File: src/rtl/lcg_pkg.sv
// constants, field layout and term decoding for the gate 2/3 input selection
// assumes a 32-bit avalon-mm slave port and one 10 mhz system clock
// Function
// RQ1: gate 2 takes lane 4 true when bit 7 is set and lane 4 inverted when bit 6 is set.
// RQ2: gate 2 takes lane 3 true when bit 5 is set and lane 3 inverted when bit 4 is set.
// RQ3: gate 2 takes lane 2 true when bit 3 is set and lane 2 inverted when bit 2 is set.
// RQ4: gate 2 takes lane 1 true when bit 1 is set and lane 1 inverted when bit 0 is set.
// RQ5: gate 3 takes lane 4 true when bit 7 is set and lane 4 inverted when bit 6 is set.
// RQ6: gate 3 takes lane 3 true when bit 5 is set and lane 3 inverted when bit 4 is set.
// RQ7: gate 3 takes lane 2 true when bit 3 is set and lane 2 inverted when bit 2 is set.
// RQ8: gate 3 takes lane 1 true when bit 1 is set and lane 1 inverted when bit 0 is set.
// RQ9: all enable bits read and write, start undefined at power-on and survive every other reset.
// RQ10: each lane carries the source picked by its own 6-bit selection field.
// RQ11: each gate is the or of its enabled terms and is 0 when none is enabled.
`default_nettype none

package lcg_pkg;

  // bus geometry
  localparam int LCG_ADDR_W = 5;
  localparam int LCG_DATA_W = 32;
  localparam int LCG_BE_W   = 4;
  localparam int LCG_REG_W  = 8;
  localparam int LCG_SEL_W  = 6;
  localparam int LCG_LANES  = 4;
  localparam int LCG_NUM_SRC_DEF = 64;

  // register byte offsets
  localparam logic [LCG_ADDR_W-1:0] LCG_OFF_G2_EN = 5'h00;
  localparam logic [LCG_ADDR_W-1:0] LCG_OFF_G3_EN = 5'h04;
  localparam logic [LCG_ADDR_W-1:0] LCG_OFF_SEL1  = 5'h08;
  localparam logic [LCG_ADDR_W-1:0] LCG_OFF_SEL2  = 5'h0c;
  localparam logic [LCG_ADDR_W-1:0] LCG_OFF_SEL3  = 5'h10;
  localparam logic [LCG_ADDR_W-1:0] LCG_OFF_SEL4  = 5'h14;

  // decoded register slots
  localparam int LCG_SLOT_G2   = 0;
  localparam int LCG_SLOT_G3   = 1;
  localparam int LCG_SLOT_SEL  = 2;
  localparam int LCG_NUM_SLOTS = 6;

  // enable field positions inside each gate register
  localparam int LCG_D4_TRUE = 7;
  localparam int LCG_D4_INV  = 6;
  localparam int LCG_D3_TRUE = 5;
  localparam int LCG_D3_INV  = 4;
  localparam int LCG_D2_TRUE = 3;
  localparam int LCG_D2_INV  = 2;
  localparam int LCG_D1_TRUE = 1;
  localparam int LCG_D1_INV  = 0;

  // power-on values: contents are undefined, zero is one legal choice
  localparam logic [LCG_REG_W-1:0] LCG_EN_RST  = 8'h00;
  localparam logic [LCG_SEL_W-1:0] LCG_SEL_RST = 6'h00;
  localparam logic [LCG_DATA_W-1:0] LCG_RD_RST = 32'h0000_0000;

  // bus handshake states
  typedef enum logic [1:0] {
    LCG_ST_IDLE = 2'b01,
    LCG_ST_ACK  = 2'b10
  } lcg_bus_state_e;

  // lane k true term at bit 2k+1, inverted term at bit 2k
  function automatic logic [LCG_REG_W-1:0] lcg_term_vector(input logic [LCG_LANES-1:0] lanes);
    logic [LCG_REG_W-1:0] v;
    v = '0;
    for (int k = 0; k < LCG_LANES; k++) begin
      v[2*k+1] = lanes[k];
      v[2*k]   = ~lanes[k];
    end
    return v;
  endfunction

endpackage

`default_nettype wire

File: src/rtl/lcg_gate_term.sv
// one gate: or of the enabled true and inverted lane terms
// assumes lanes and enables are settled within the system clock cycle
`default_nettype none

module lcg_gate_term
  import lcg_pkg::*;
(
  input  wire logic [lcg_pkg::LCG_LANES-1:0] lanes,   // selected data lanes
  input  wire logic [lcg_pkg::LCG_REG_W-1:0] enables, // term enable bits
  output logic                               term     // gate result before the output register
);

  // each bit of enables admits exactly one term; none enabled gives 0
  always_comb begin
    term = |(enables & lcg_term_vector(lanes)); // RQ11
  end

endmodule

`default_nettype wire

File: src/rtl/lcg_gate23_sel.sv
// gate 2 and gate 3 input selection with its register slave
// assumes avalon-mm master on clk, source inputs synchronous to clk
`default_nettype none

module lcg_gate23_sel
  import lcg_pkg::*;
#(
  parameter int NUM_SRC = lcg_pkg::LCG_NUM_SRC_DEF
) (
  input  wire logic                             clk,               // system clock
  input  wire logic                             rst_n,             // power-on / brown-out reset
  input  wire logic                             warm_rst_n,        // any other reset source
  input  wire logic [lcg_pkg::LCG_ADDR_W-1:0]   avs_address,       // byte address
  input  wire logic                             avs_read,          // read request
  input  wire logic                             avs_write,         // write request
  input  wire logic [lcg_pkg::LCG_DATA_W-1:0]   avs_writedata,     // write data
  input  wire logic [lcg_pkg::LCG_BE_W-1:0]     avs_byteenable,    // byte enables
  output logic      [lcg_pkg::LCG_DATA_W-1:0]   avs_readdata,      // read data
  output logic                                  avs_waitrequest,   // stall
  input  wire logic [NUM_SRC-1:0]               source_in,         // candidate lane sources
  output logic                                  gate2_term,        // gate 2 result
  output logic                                  gate3_term         // gate 3 result
);

  // refuse source counts that the selection field cannot address
  if (NUM_SRC < 1 || NUM_SRC > (1 << LCG_SEL_W)) begin : g_bad_num_src
    $error("NUM_SRC out of range for the selection field");
  end

  localparam logic [LCG_SEL_W:0] SRC_LIMIT = (LCG_SEL_W+1)'(NUM_SRC);

  lcg_bus_state_e         state_q;
  logic [LCG_REG_W-1:0]   gate2_term_enables_q;
  logic [LCG_REG_W-1:0]   gate3_term_enables_q;
  logic [LCG_SEL_W-1:0]   lane_source_select_q [LCG_LANES];
  logic [LCG_LANES-1:0]   lane;
  logic [LCG_NUM_SLOTS-1:0] hit;
  logic                   bus_req;
  logic                   bus_done;
  logic                   wr_commit;
  logic                   gate2_raw;
  logic                   gate3_raw;
  logic [LCG_DATA_W-1:0]  rd_mux;

  // one-hot slot decode, shared by read and write paths
  function automatic logic [LCG_NUM_SLOTS-1:0] slot_decode(input logic [LCG_ADDR_W-1:0] a);
    logic [LCG_NUM_SLOTS-1:0] s;
    s = '0;
    s[LCG_SLOT_G2]    = (a == LCG_OFF_G2_EN);
    s[LCG_SLOT_G3]    = (a == LCG_OFF_G3_EN);
    s[LCG_SLOT_SEL]   = (a == LCG_OFF_SEL1);
    s[LCG_SLOT_SEL+1] = (a == LCG_OFF_SEL2);
    s[LCG_SLOT_SEL+2] = (a == LCG_OFF_SEL3);
    s[LCG_SLOT_SEL+3] = (a == LCG_OFF_SEL4);
    return s;
  endfunction

  // request qualifiers
  assign bus_req   = avs_read | avs_write;
  assign bus_done  = (state_q == LCG_ST_ACK) && bus_req;
  assign hit       = slot_decode(avs_address);
  assign wr_commit = bus_done && avs_write && avs_byteenable[0];

  // handshake: one wait cycle, then the answer; warm reset also clears it
  always_ff @(posedge clk) begin
    if (!rst_n || !warm_rst_n) begin
      state_q         <= LCG_ST_IDLE;
      avs_waitrequest <= 1'b1;
    end else begin
      unique case (state_q)
        LCG_ST_IDLE: begin
          if (bus_req) begin
            state_q         <= LCG_ST_ACK;
            avs_waitrequest <= 1'b0;
          end
        end
        LCG_ST_ACK: begin
          state_q         <= LCG_ST_IDLE;
          avs_waitrequest <= 1'b1;
        end
        default: begin
          state_q         <= LCG_ST_IDLE;
          avs_waitrequest <= 1'b1;
        end
      endcase
    end
  end

  // read mux; unmapped offsets and unused upper bits read as zero
  always_comb begin
    rd_mux = '0;
    if (hit[LCG_SLOT_G2]) begin
      rd_mux[LCG_REG_W-1:0] = gate2_term_enables_q;
    end
    if (hit[LCG_SLOT_G3]) begin
      rd_mux[LCG_REG_W-1:0] = gate3_term_enables_q;
    end
    for (int k = 0; k < LCG_LANES; k++) begin
      if (hit[LCG_SLOT_SEL+k]) begin
        rd_mux[LCG_SEL_W-1:0] = lane_source_select_q[k];
      end
    end
  end

  // read data captured as waitrequest drops; nothing can write in between
  always_ff @(posedge clk) begin
    if (!rst_n || !warm_rst_n) begin
      avs_readdata <= LCG_RD_RST;
    end else if (state_q == LCG_ST_IDLE && avs_read) begin
      avs_readdata <= rd_mux; // RQ9
    end
  end

  // gate enables: only power-on reset touches them, warm reset leaves them
  always_ff @(posedge clk) begin
    if (!rst_n) begin
      gate2_term_enables_q <= LCG_EN_RST;
      gate3_term_enables_q <= LCG_EN_RST;
    end else if (wr_commit) begin
      if (hit[LCG_SLOT_G2]) begin
        gate2_term_enables_q <= avs_writedata[LCG_REG_W-1:0]; // RQ9
      end
      if (hit[LCG_SLOT_G3]) begin
        gate3_term_enables_q <= avs_writedata[LCG_REG_W-1:0]; // RQ9
      end
    end
  end

  // per-lane source selection and lane multiplexer
  for (genvar k = 0; k < LCG_LANES; k++) begin : g_lane
    always_ff @(posedge clk) begin
      if (!rst_n) begin
        lane_source_select_q[k] <= LCG_SEL_RST;
      end else if (wr_commit && hit[LCG_SLOT_SEL+k]) begin
        lane_source_select_q[k] <= avs_writedata[LCG_SEL_W-1:0]; // RQ10
      end
    end

    // a selection beyond the implemented sources yields a quiet 0
    always_comb begin
      lane[k] = 1'b0;
      if ({1'b0, lane_source_select_q[k]} < SRC_LIMIT) begin
        lane[k] = source_in[lane_source_select_q[k]]; // RQ10
      end
    end
  end

  // gate 2 terms: lane4 t/n bits 7/6 down to lane1 t/n bits 1/0
  lcg_gate_term u_gate2 (
    .lanes   (lane),                 // RQ1 RQ2 RQ3 RQ4
    .enables (gate2_term_enables_q),
    .term    (gate2_raw)
  );

  // gate 3 uses the same layout, bit 1 included despite its odd label
  lcg_gate_term u_gate3 (
    .lanes   (lane),                 // RQ5 RQ6 RQ7 RQ8
    .enables (gate3_term_enables_q),
    .term    (gate3_raw)
  );

  // registered gate outputs; costs one cycle but keeps outputs glitch free
  always_ff @(posedge clk) begin
    if (!rst_n) begin
      gate2_term <= 1'b0;
      gate3_term <= 1'b0;
    end else begin
      gate2_term <= gate2_raw; // RQ11
      gate3_term <= gate3_raw; // RQ11
    end
  end
endmodule

`default_nettype wire

File: config.mk
export PLATFORM = sky130hd
export DESIGN_NAME = lcg_gate23_sel
export DESIGN_NICKNAME = d
export VERILOG_FILES = /design/src/rtl/lcg_pkg.sv /design/src/rtl/lcg_gate_term.sv /design/src/rtl/lcg_gate23_sel.sv
export SDC_FILE = /design/constraint.sdc
export NUM_CORES = 1
export LEC_CHECK = 0
export BUFFER_PORTS_ARGS = -buffer_cell sky130_fd_sc_hd__buf_2
export CORE_UTILIZATION = 54
export DETAILED_ROUTE_END_ITERATION = 7
export PLACE_DENSITY = 0.82
export SLEW_MARGIN = 20
export SYNTH_ARGS = -nofsm -noshare
export SYNTH_HDL_FRONTEND = slang
export SYNTH_SLANG_ARGS = --single-unit
File: constraint.sdc
create_clock -name clk -period 3.6 [get_ports clk]
set_clock_uncertainty 0.1 [all_clocks]
set_input_delay 0.18 -clock clk [delete_from_list [all_inputs] [get_ports clk]]
set_output_delay 0.18 -clock clk [all_outputs]
set_load 0.02 [all_outputs]
==> results of run 1 <==
sequential cells by signal, indices dropped and copies added (netlist names):
name,cells
gate2_term,1
state_q,2
avs_readdata,8
gate3_term,1
gate2_term_enables_q,8
gate3_term_enables_q,8
lane_source_select_q,24
layer usage:
metal	GRT usage	vias up
li1	-	2055
met1	0.369	2246
met2	0.554	274
met3	0.0348	55
met4	0.169	0
met5	0	-
critical path, cell delays in order (launching register included):
cell                        delay (ns)
sky130_fd_sc_hd__edfxtp_1         0.75
sky130_fd_sc_hd__buf_4            0.31
sky130_fd_sc_hd__mux4_2           0.51
sky130_fd_sc_hd__nand2b_1         0.16
sky130_fd_sc_hd__nand3_1          0.09
sky130_fd_sc_hd__nand4_1          0.23
sky130_fd_sc_hd__mux2i_1          0.20
sky130_fd_sc_hd__a2111oi_0        0.39
sky130_fd_sc_hd__a41oi_1          0.20
synthesized netlist by cell type (2+ instances only):
master / n
sky130_fd_sc_hd__a2111oi_0: 4
sky130_fd_sc_hd__a211oi_1: 6
sky130_fd_sc_hd__a21oi_1: 14
sky130_fd_sc_hd__a22oi_1: 16
sky130_fd_sc_hd__a41oi_1: 2
sky130_fd_sc_hd__and2_1: 29
sky130_fd_sc_hd__and2_2: 2
sky130_fd_sc_hd__and3_1: 2
sky130_fd_sc_hd__and4b_1: 2
sky130_fd_sc_hd__buf_1: 4
sky130_fd_sc_hd__buf_2: 8
sky130_fd_sc_hd__buf_4: 28
sky130_fd_sc_hd__buf_6: 2
sky130_fd_sc_hd__clkbuf_1: 17
sky130_fd_sc_hd__dfxtp_1: 28
sky130_fd_sc_hd__edfxtp_1: 24
sky130_fd_sc_hd__inv_1: 4
sky130_fd_sc_hd__mux2_2: 9
sky130_fd_sc_hd__mux2i_1: 78
sky130_fd_sc_hd__mux4_1: 16
sky130_fd_sc_hd__mux4_2: 24
sky130_fd_sc_hd__nand2_1: 32
sky130_fd_sc_hd__nand2b_1: 15
sky130_fd_sc_hd__nand3_1: 11
sky130_fd_sc_hd__nand3b_1: 2
sky130_fd_sc_hd__nand4_1: 3
sky130_fd_sc_hd__nand4b_1: 2
sky130_fd_sc_hd__nor2_1: 43
sky130_fd_sc_hd__nor2b_1: 16
sky130_fd_sc_hd__nor3_1: 13
sky130_fd_sc_hd__nor4_1: 5
sky130_fd_sc_hd__nor4b_1: 5
sky130_fd_sc_hd__o211ai_1: 5
sky130_fd_sc_hd__o21ai_0: 5
sky130_fd_sc_hd__o221ai_1: 4
sky130_fd_sc_hd__o22ai_1: 6
sky130_fd_sc_hd__o31a_1: 2
sky130_fd_sc_hd__o31ai_1: 2
path summary, 6_finish.rpt:
path	start	end	cells after the start
setup reg to reg	lane_source_select_q[1][0]$_SDFFCE_PN0P_	gate2_term$_SDFF_PN0_	8
setup / recovery	lane_source_select_q[1][0]$_SDFFCE_PN0P_	gate2_term$_SDFF_PN0_	8
hold / removal	avs_writedata[6]	gate3_term_enables_q[6]$_SDFFE_PN0P_	3
hold reg to reg	avs_readdata[4]$_SDFFE_PP0P_	avs_readdata[4]$_SDFFE_PP0P_	2
power breakdown:
part | switching [mW] | leakage (nW) | internal, mW
sequential | 0.0324 | 0.476 | 0.628
combinational | 0.193 | 1.68 | 0.161
clock | 0.187 | 0.0558 | 0.206
layout make-up:
cell class / instances / area (µm²) / area share
Multi-Input combinational cell: 414 / 3480 / 0.624
Sequential cell: 52 / 1280 / 0.230
Timing Repair Buffer: 103 / 553 / 0.0991
Tap cell: 108 / 135 / 0.0242
Clock buffer: 5 / 68.8 / 0.0123
Clock inverter: 3 / 42.5 / 0.00762
Inverter: 5 / 18.8 / 0.00336
per-stage QoR:
step                worst slack [ns]  instance area, µm²
global placement               0.617                5470
global route                   0.255                5580
finish                         0.488                5580
CTS                            0.490                5580
detailed placement             0.557                5470
floorplan                       1.08                5150
cell usage in the layout (no fill, tap or decap), types with 5 or more instances in the layout:
cell                        n
sky130_fd_sc_hd__buf_2     93
sky130_fd_sc_hd__mux2i_1   78
sky130_fd_sc_hd__nor2_1    43
sky130_fd_sc_hd__nand2_1   32
sky130_fd_sc_hd__and2_1    29
sky130_fd_sc_hd__dfxtp_1   28
sky130_fd_sc_hd__mux4_2    24
sky130_fd_sc_hd__conb_1    24
sky130_fd_sc_hd__edfxtp_1  24
sky130_fd_sc_hd__nor2b_1   16
sky130_fd_sc_hd__a22oi_1   16
sky130_fd_sc_hd__mux4_1    16
sky130_fd_sc_hd__nand2b_1  15
sky130_fd_sc_hd__a21oi_1   14
sky130_fd_sc_hd__nor3_1    13
sky130_fd_sc_hd__nand3_1   11
sky130_fd_sc_hd__mux2_2     9
sky130_fd_sc_hd__buf_4      9
sky130_fd_sc_hd__o22ai_1    6
sky130_fd_sc_hd__a211oi_1   6
sky130_fd_sc_hd__o21ai_0    5
sky130_fd_sc_hd__nor4_1     5
sky130_fd_sc_hd__nor4b_1    5
sky130_fd_sc_hd__o211ai_1   5
sky130_fd_sc_hd__clkbuf_8   5
kinds of logic (layout without fill, tap and decap cells):
logic type | count (synthesis) | in the layout | synth area share
AOI/OAI and AO/OA | 76 | 76 | 0.107
buffers and inverters | 65 | 116 | 0.0771
DFF | 52 | 52 | 0.253
muxes | 127 | 127 | 0.364
other | 1 | 24 | 0.000740
and+or+nand+nor | 187 | 187 | 0.198
==> results.md, run 1 <==
- After legalization and detailed placement, the total HPWL measured 11400 µm.
- The met3 layer wire length in the routed design is 1160 µm.
- After detailed routing, no signal wire sits above met4.
- The count of max-cap constraint violations is 0.
- Once the clock tree was built, the setup fixing pass inserted 0 buffers.
- Entering global routing, the biggest net connects 25 pins.
- Relative to the synthesized area, the layout overhead comes to 10.2%.
- The clock transition at the registers of the reported paths is 0.09 ns.
- The total wire length is 14900 µm.
- Dividing the final minimum period by the clock period gives 0.865.
- Of the post-synthesis cell area, the dominant cell type holds 0.154.
- The fraction of the yosys area taken by sequential cells is 0.253.
- The number of slew-limit violations in the final report is 0.
- The H-tree depth is 2.
- The worst min-delay path class is in2reg.
- The congestion estimate from routability-driven global placement came to 0.989.
- The routed wirelength normalized by instance count is 21.6 µm.
- After synthesis, the share of flip-flops with an asynchronous set or reset is 0.
- In the detailed route, the total length drawn on met2 is 7480 µm.
- The combined global-route utilization of all metal layers is 0.312.
- Power spread over the standard cell area amounts to 252 mW/mm².
- Setup repair after global routing left no endpoint under its margin.
- In the post-synthesis netlist, the biggest area contributors are sky130_fd_sc_hd__mux2i_1 15%, sky130_fd_sc_hd__edfxtp_1 14%, sky130_fd_sc_hd__dfxtp_1 11%.
- For the worst setup path, the data arrival time is 3.16 ns.
- The number of synthesized register bits is 52.
- The element type at the critical path start is a flip-flop.
- The number of enable flip-flop cells after synthesis is 24.
- Buffers placed on the I/O ports in this run total 93.
- The final standard cell count with taps included and fillers excluded is 690.
- The first-pass GRT wire length is 23400 µm.
- The count of antenna diodes in the layout is 0.
- The routed layout has 4630 vias.
- The design draws 1.41 mW.
- The final number of setup-violating endpoints is 0.
- For this run, the leading register cell type out of synthesis is sky130_fd_sc_hd__dfxtp_1.
- The worst max-slew margin expressed relative to the limit is 0.371.
- The setup path with the least slack is of type reg2reg.
- The number of antenna violations at the first check in global routing is 0.
- The smallest clock period supported by the final layout is computed as 3.11 ns.
- The post-route met1 wirelength is 5610 µm.
- On the final layout, the worst hold slack is 0.0268 ns.
- The count of nets left with antenna violations once routing finished came out at 0.
- The initial core utilization is 0.570.
- sky130_fd_sc_hd__mux2i_1 takes more of the synthesized area than any other cell.
- The floorplan step defined a core boundary enclosing 0.00889 mm².
- The CTS tree is built.
- The number of failing hold endpoints at the final stage is 0.
- Counting tap cells, the placed design contains a total of 682 instances.
- The number of sinks handled by clock tree synthesis is 52.
- The count of filler cells inserted in the layout is 763.
- The cell count after synthesis is 508.
- The post-cts gate resize count is 0.
- CTS placed an instance of sky130_fd_sc_hd__clkbuf_8 at the clock tree root.
- The analysis attributes to cell leakage a power of 2.21 nW.
- The final standard cell utilization of the core is 0.628.
- Derived from the worst setup path, the maximum achievable clock frequency is 321 MHz.
- The violation count after the first detailed-routing iteration is 228.
- The cell area that synthesis handed to floorplanning was 0.00507 mm².
- The worst-case IR drop observed on VDD is 252 µV.
- The via count of the first global-routing pass came to 4520.
- The floorplan die width is 98.9 µm.
- Of all nets on the critical path, the largest fanout is 12.
- A synthesized cell averages 9.97 µm².
- The placement row count is 34.
- After detailed routing, the number of remaining DRC violations is 0.
- For the final routed database, the setup TNS stands at 0 ns.
- STA puts the critical path data required time at 3.65 ns.
- The clock insertion delay at the later pin of the skew report is 0.30 ns.
- The number of buffers added to fix hold violations after cts is 0.
- The Yosys warning count is 0.
- The number of nets in the final layout is 691.
- The first TritonRoute pass finished after 7 iterations.
- STA classifies the critical path endpoint as a flip-flop.
- In this run, CTS created clock tree buffers numbering 5.
- The height of the die is 98.9 µm.
- The layout cell share with drive strength beyond 1 is 0.254.
- At the pin with the least slew margin, the transition time is 0.934 ns.
- The deepest clock path buffer count is 2.
- The total overflow left after global routing is 0.
- The run finished with clean final reports.
- The total die area is 0.00977 mm².
- Synthesis instantiated 56 different standard cells from the library.
- Dividing the detail-routed via count by the number of cells gives 6.71.
- The register-to-register setup slack is 0.49 ns.
- The number of primary I/O pins is 145.
Power figures use the tool's default switching activity.
==> inputs of run 2 (changes only) <==
--- a/config.mk
+++ b/config.mk
@@ -5,9 +5,11 @@
 export SDC_FILE = /design/constraint.sdc
 export NUM_CORES = 1
 export LEC_CHECK = 0
+export ABC_CLOCK_PERIOD_IN_PS = 3100
 export BUFFER_PORTS_ARGS = -buffer_cell sky130_fd_sc_hd__buf_2
 export CORE_UTILIZATION = 54
 export DETAILED_ROUTE_END_ITERATION = 7
+export MAX_ROUTING_LAYER = met4
 export PLACE_DENSITY = 0.82
 export SLEW_MARGIN = 20
 export SYNTH_ARGS = -nofsm -noshare
==> constraint.sdc (replaced) <==
create_clock -name clk -period 3.1 [get_ports clk]
set_clock_uncertainty 0.1 [all_clocks]
set_input_delay 0.155 -clock clk [delete_from_list [all_inputs] [get_ports clk]]
set_output_delay 0.155 -clock clk [all_outputs]
set_load 0.02 [all_outputs]
==> results.md, run 2 (same netlist as run 1, synthesis figures left out) <==
- The leakage power total is 2.27 nW (+2.4%).
- The layout overhead on the synthesized area is 12.1%.
- The deepest clock path buffer count is 2 (unchanged).
- The commonest non-fill, non-tap cell in the layout is sky130_fd_sc_hd__buf_2.
- The pin count of the biggest net entering global routing came to 25 (unchanged).
- The count of filler cells inserted in the layout is 715 (-6.3%).
- The top cell types in the final layout, fill and taps aside, are 93 x sky130_fd_sc_hd__buf_2, 78 x sky130_fd_sc_hd__mux2i_1, 43 x sky130_fd_sc_hd__nor2_1, 32 x sky130_fd_sc_hd__nand2_1, 29 x sky130_fd_sc_hd__and2_1.
- The HPWL after detailed placement came to 11700 µm (+2.0%).
- The total negative setup slack is 0 ns (unchanged).
- Grouping stages by cell kind, the critical path spends the most delay in compound AO/OA/AOI/OAI gates.
- The via count of the first global-routing pass is 4527 (+0.15%).
- The violation count after the first detailed-routing iteration is 351 (+54%).
- The critical setup path kind is reg2reg.
- The hold slack is 0.00689 ns (-0.0199 ns).
- The overall power after layout is 1.66 mW (+18%).
- The count of cells along the worst register-to-register path is 8 (unchanged).
- The routability-driven placement congestion ratio is 1.03 (+4.2%).
- The data required time at the worst endpoint was 3.16 ns (-0.49 ns).
- The first-pass GRT wire length is 24200 µm (+3.3%).
- In this run the critical register-to-register path is launched from lane_source_select_q[0][0]$_SDFFCE_PN0P_.
- The number of nets in the final layout was 702 (+1.6%).
- The number of buffer cells added on primary ports came to 93 (unchanged).
- The final number of setup-violating endpoints is 0 (unchanged).
- The maximum operating frequency came to 340 MHz (+5.7%).
- The sum of overflow across all layers after global routing came to 0 (unchanged).
- The total DRC errors in the routed layout came to 0 (unchanged).
- The critical path endpoint is gate3_term$_SDFF_PN0_.
- In this run the clock root is driven by a sky130_fd_sc_hd__clkbuf_8.
- The floorplan die width is 98.9 µm (unchanged).
- The number of sinks handled by clock tree synthesis is 52 (unchanged).
- The launching instance or port of the critical path is lane_source_select_q[0][0]$_SDFFCE_PN0P_.
- The total power per unit cell area is 292 mW/mm² (+16%).
- The number of primary I/O pins is 145 (unchanged).
- The height of the die came to 98.9 µm (unchanged).
- The switching share of total power is 0.298 (+0.00488).
- The final clock period utilization by the worst path is 0.950 (+0.0853).
- The worst stage delay on the critical path is 0.57 ns (-0.18 ns).
- The layout cell share with drive strength beyond 1 is 0.268 (+0.0138).
- The flow ran to the end, and the final reports show no timing, DRC or antenna violations.
- The area of combinational cells with multiple inputs is 0.00348 mm² (unchanged).
- The initial core utilization is 0.570 (unchanged).
- The placement row count is 34 (unchanged).
- The count of max-cap constraint violations came to 0 (unchanged).
- The post-cts gate resize count is 0 (unchanged).
- The total number of vias is 4746 (+2.5%).
- The routed wirelength normalized by instance count was 21.9 µm (+1.5%).
- The count of antenna diodes in the layout is 0 (unchanged).
- The worst min-delay path class is in2reg.
- The post-detailed-route via-to-cell ratio is 6.77 (+0.90%).
- The buffer and inverter count on the worst path is 1 (unchanged).
- The core outline area came to 0.00889 mm² (unchanged).
- The worst register-to-register path ends at gate3_term$_SDFF_PN0_.
- The final critical delay including setup and external delays is 2.94 ns (-0.168 ns).
- The total die area is 0.00977 mm² (unchanged).
- The detailed-router iteration count before antenna repair is 5 (-2).
- Setup repair after global routing left no endpoint under its margin.
- The worst IR drop on VDD is 434 µV (+73%).
- The kind of end point of the critical path is a flip-flop.
- The transition time at the pin with the least slew margin is 0.874 ns (-0.0596 ns).
- The largest fanout of any net on the critical path is 14 (+2).
- The internal power is 1.16 mW (+17%).
- The critical-path cell with the highest stage delay is sky130_fd_sc_hd__mux4_1.
- The number of flip-flops in the largest register is 24 (unchanged).
- The number of routed nets with antenna violations was 0 (unchanged).
- The part of the total power dissipated in the clock network is 0.279 (about the same).
- The signal on the critical path passes through buf_12 -> mux4_1 -> a221o_1 -> a21oi_1 -> o21a_1 -> nor2_1 -> a2111oi_0 -> a41oi_1.
- The clock insertion delay at the later pin of the skew report is 0.31 ns (about the same).
- The net switching component of the power came to 493 µW (+20%).
- The combined global-route utilization of all metal layers is 0.328 (+0.0167).
- The H-tree depth came to 2 (unchanged).
- The worst setup path is launched from a flip-flop.
- The clock transition at the registers of the reported paths is 0.10 ns (about the same).
- The total wire length is 15400 µm (+3.1%).
- The register share of total power is 0.459 (-0.010).
- The register-to-register setup slack is 0.16 ns (-0.33 ns).
- The number of slew-limit violations in the final report was 0 (unchanged).
- The cell count along the critical path is 8 (unchanged).
- The proportion of power drawn by combinational gates is 0.262 (+0.010).
- Counting flops per register, the top entry is lane_source_select_q.
- The final standard cell count with taps included and fillers excluded is 701 (+1.6%).
- The worst max-slew margin expressed relative to the limit is 0.411 (+0.0402).
- The number of antenna violations at the first check in global routing came to 0 (unchanged).
- The arrival time of data at the critical path endpoint is 3.01 ns (-0.15 ns).
- The number of buffers inserted during clock tree synthesis is 5 (unchanged).
- The register area is 0.00128 mm² (unchanged).
- TritonCTS built the clock tree.
- The number of failing hold endpoints at the final stage is 0 (unchanged).
- The number of cells in the design after placement is 689 (+1.0%).
==> run 2: changes by cell type in the layout (fill, tap and decap cells not counted) <==
cell,delta
sky130_fd_sc_hd__clkinv_4,-1
sky130_fd_sc_hd__buf_12,+1
sky130_fd_sc_hd__clkinvlp_4,+1
sky130_fd_sc_hd__clkinvlp_2,+1
sky130_fd_sc_hd__dlygate4sd3_1,+1
sky130_fd_sc_hd__buf_4,+9
sky130_fd_sc_hd__clkinv_1,-1
==> run 2: per-layer routing <==
layer / part of all wire / global-route usage / routed length (µm)
met5: 0 / - / 0
met4: 0.036 / 0.116 / 559
met3: 0.097 / 0.0390 / 1490
met2: 0.49 / 0.558 / 7550
met1: 0.37 / 0.405 / 5750
==> run 2: power by group through the flow <==
stage,registers (mW),clock network (mW),logic [mW]
after floorplan,0.755,0,0.294
after global placement,0.775,0,0.405
final,0.760,0.462,0.434
after CTS,0.760,0.468,0.421
after global routing,0.762,0.492,0.460
after detailed placement,0.776,0,0.417
==> run 2: worst min-delay path by stage <==
stage	slack, ns	to	depth (start not counted)	startpoint
floorplan	0.20	gate3_term_enables_q[0]$_SDFFE_PN0P_	2	avs_writedata[0]
global placement	0.30	gate3_term_enables_q[6]$_SDFFE_PN0P_	3	avs_writedata[6]
detailed placement	0.31	gate3_term_enables_q[6]$_SDFFE_PN0P_	3	avs_writedata[6]
CTS	0.003	gate3_term_enables_q[7]$_SDFFE_PN0P_	3	avs_writedata[7]
global route	0.02	gate3_term_enables_q[7]$_SDFFE_PN0P_	3	avs_writedata[7]
finish	0.007	gate3_term_enables_q[7]$_SDFFE_PN0P_	3	avs_writedata[7]
==> run 2: through the flow <==
stage	setup slack [ns]	utilization	instance area, µm²
4_1_cts	0.0184	0.636	5660
5_1_grt	0.00617	0.639	5680
3_5_place_dp	0.0522	0.622	5530
6_report	0.156	0.639	5680
3_3_place_gp	0.165	0.622	5530
2_1_floorplan	0.579	-	5150
==> run 2: final cells by class <==
type / instances / area share
Multi-Input combinational cell: 414 / 0.613
Clock buffer: 5 / 0.0121
Tap cell: 108 / 0.0238
Timing Repair Buffer: 114 / 0.115
Clock inverter: 3 / 0.00749
Sequential cell: 52 / 0.226
Inverter: 5 / 0.00331
==> run 2: worst reg2reg max path, stage by stage (launching register included) <==
cell,delay [ns]
sky130_fd_sc_hd__edfxtp_1,0.49
sky130_fd_sc_hd__buf_12,0.21
sky130_fd_sc_hd__mux4_1,0.58
sky130_fd_sc_hd__a221o_1,0.35
sky130_fd_sc_hd__a21oi_1,0.17
sky130_fd_sc_hd__o21a_1,0.24
sky130_fd_sc_hd__nor2_1,0.07
sky130_fd_sc_hd__a2111oi_0,0.41
sky130_fd_sc_hd__a41oi_1,0.19
==> run 2: repair_timing <==
| action | in CTS | in global routing |
|---|---|---|
| setup buffers | 0 | 3 |
| setup endpoints to repair | 0 | 2 |
| hold buffers | 1 | 0 |
| endpoints found under the hold margin | 2 | 0 |
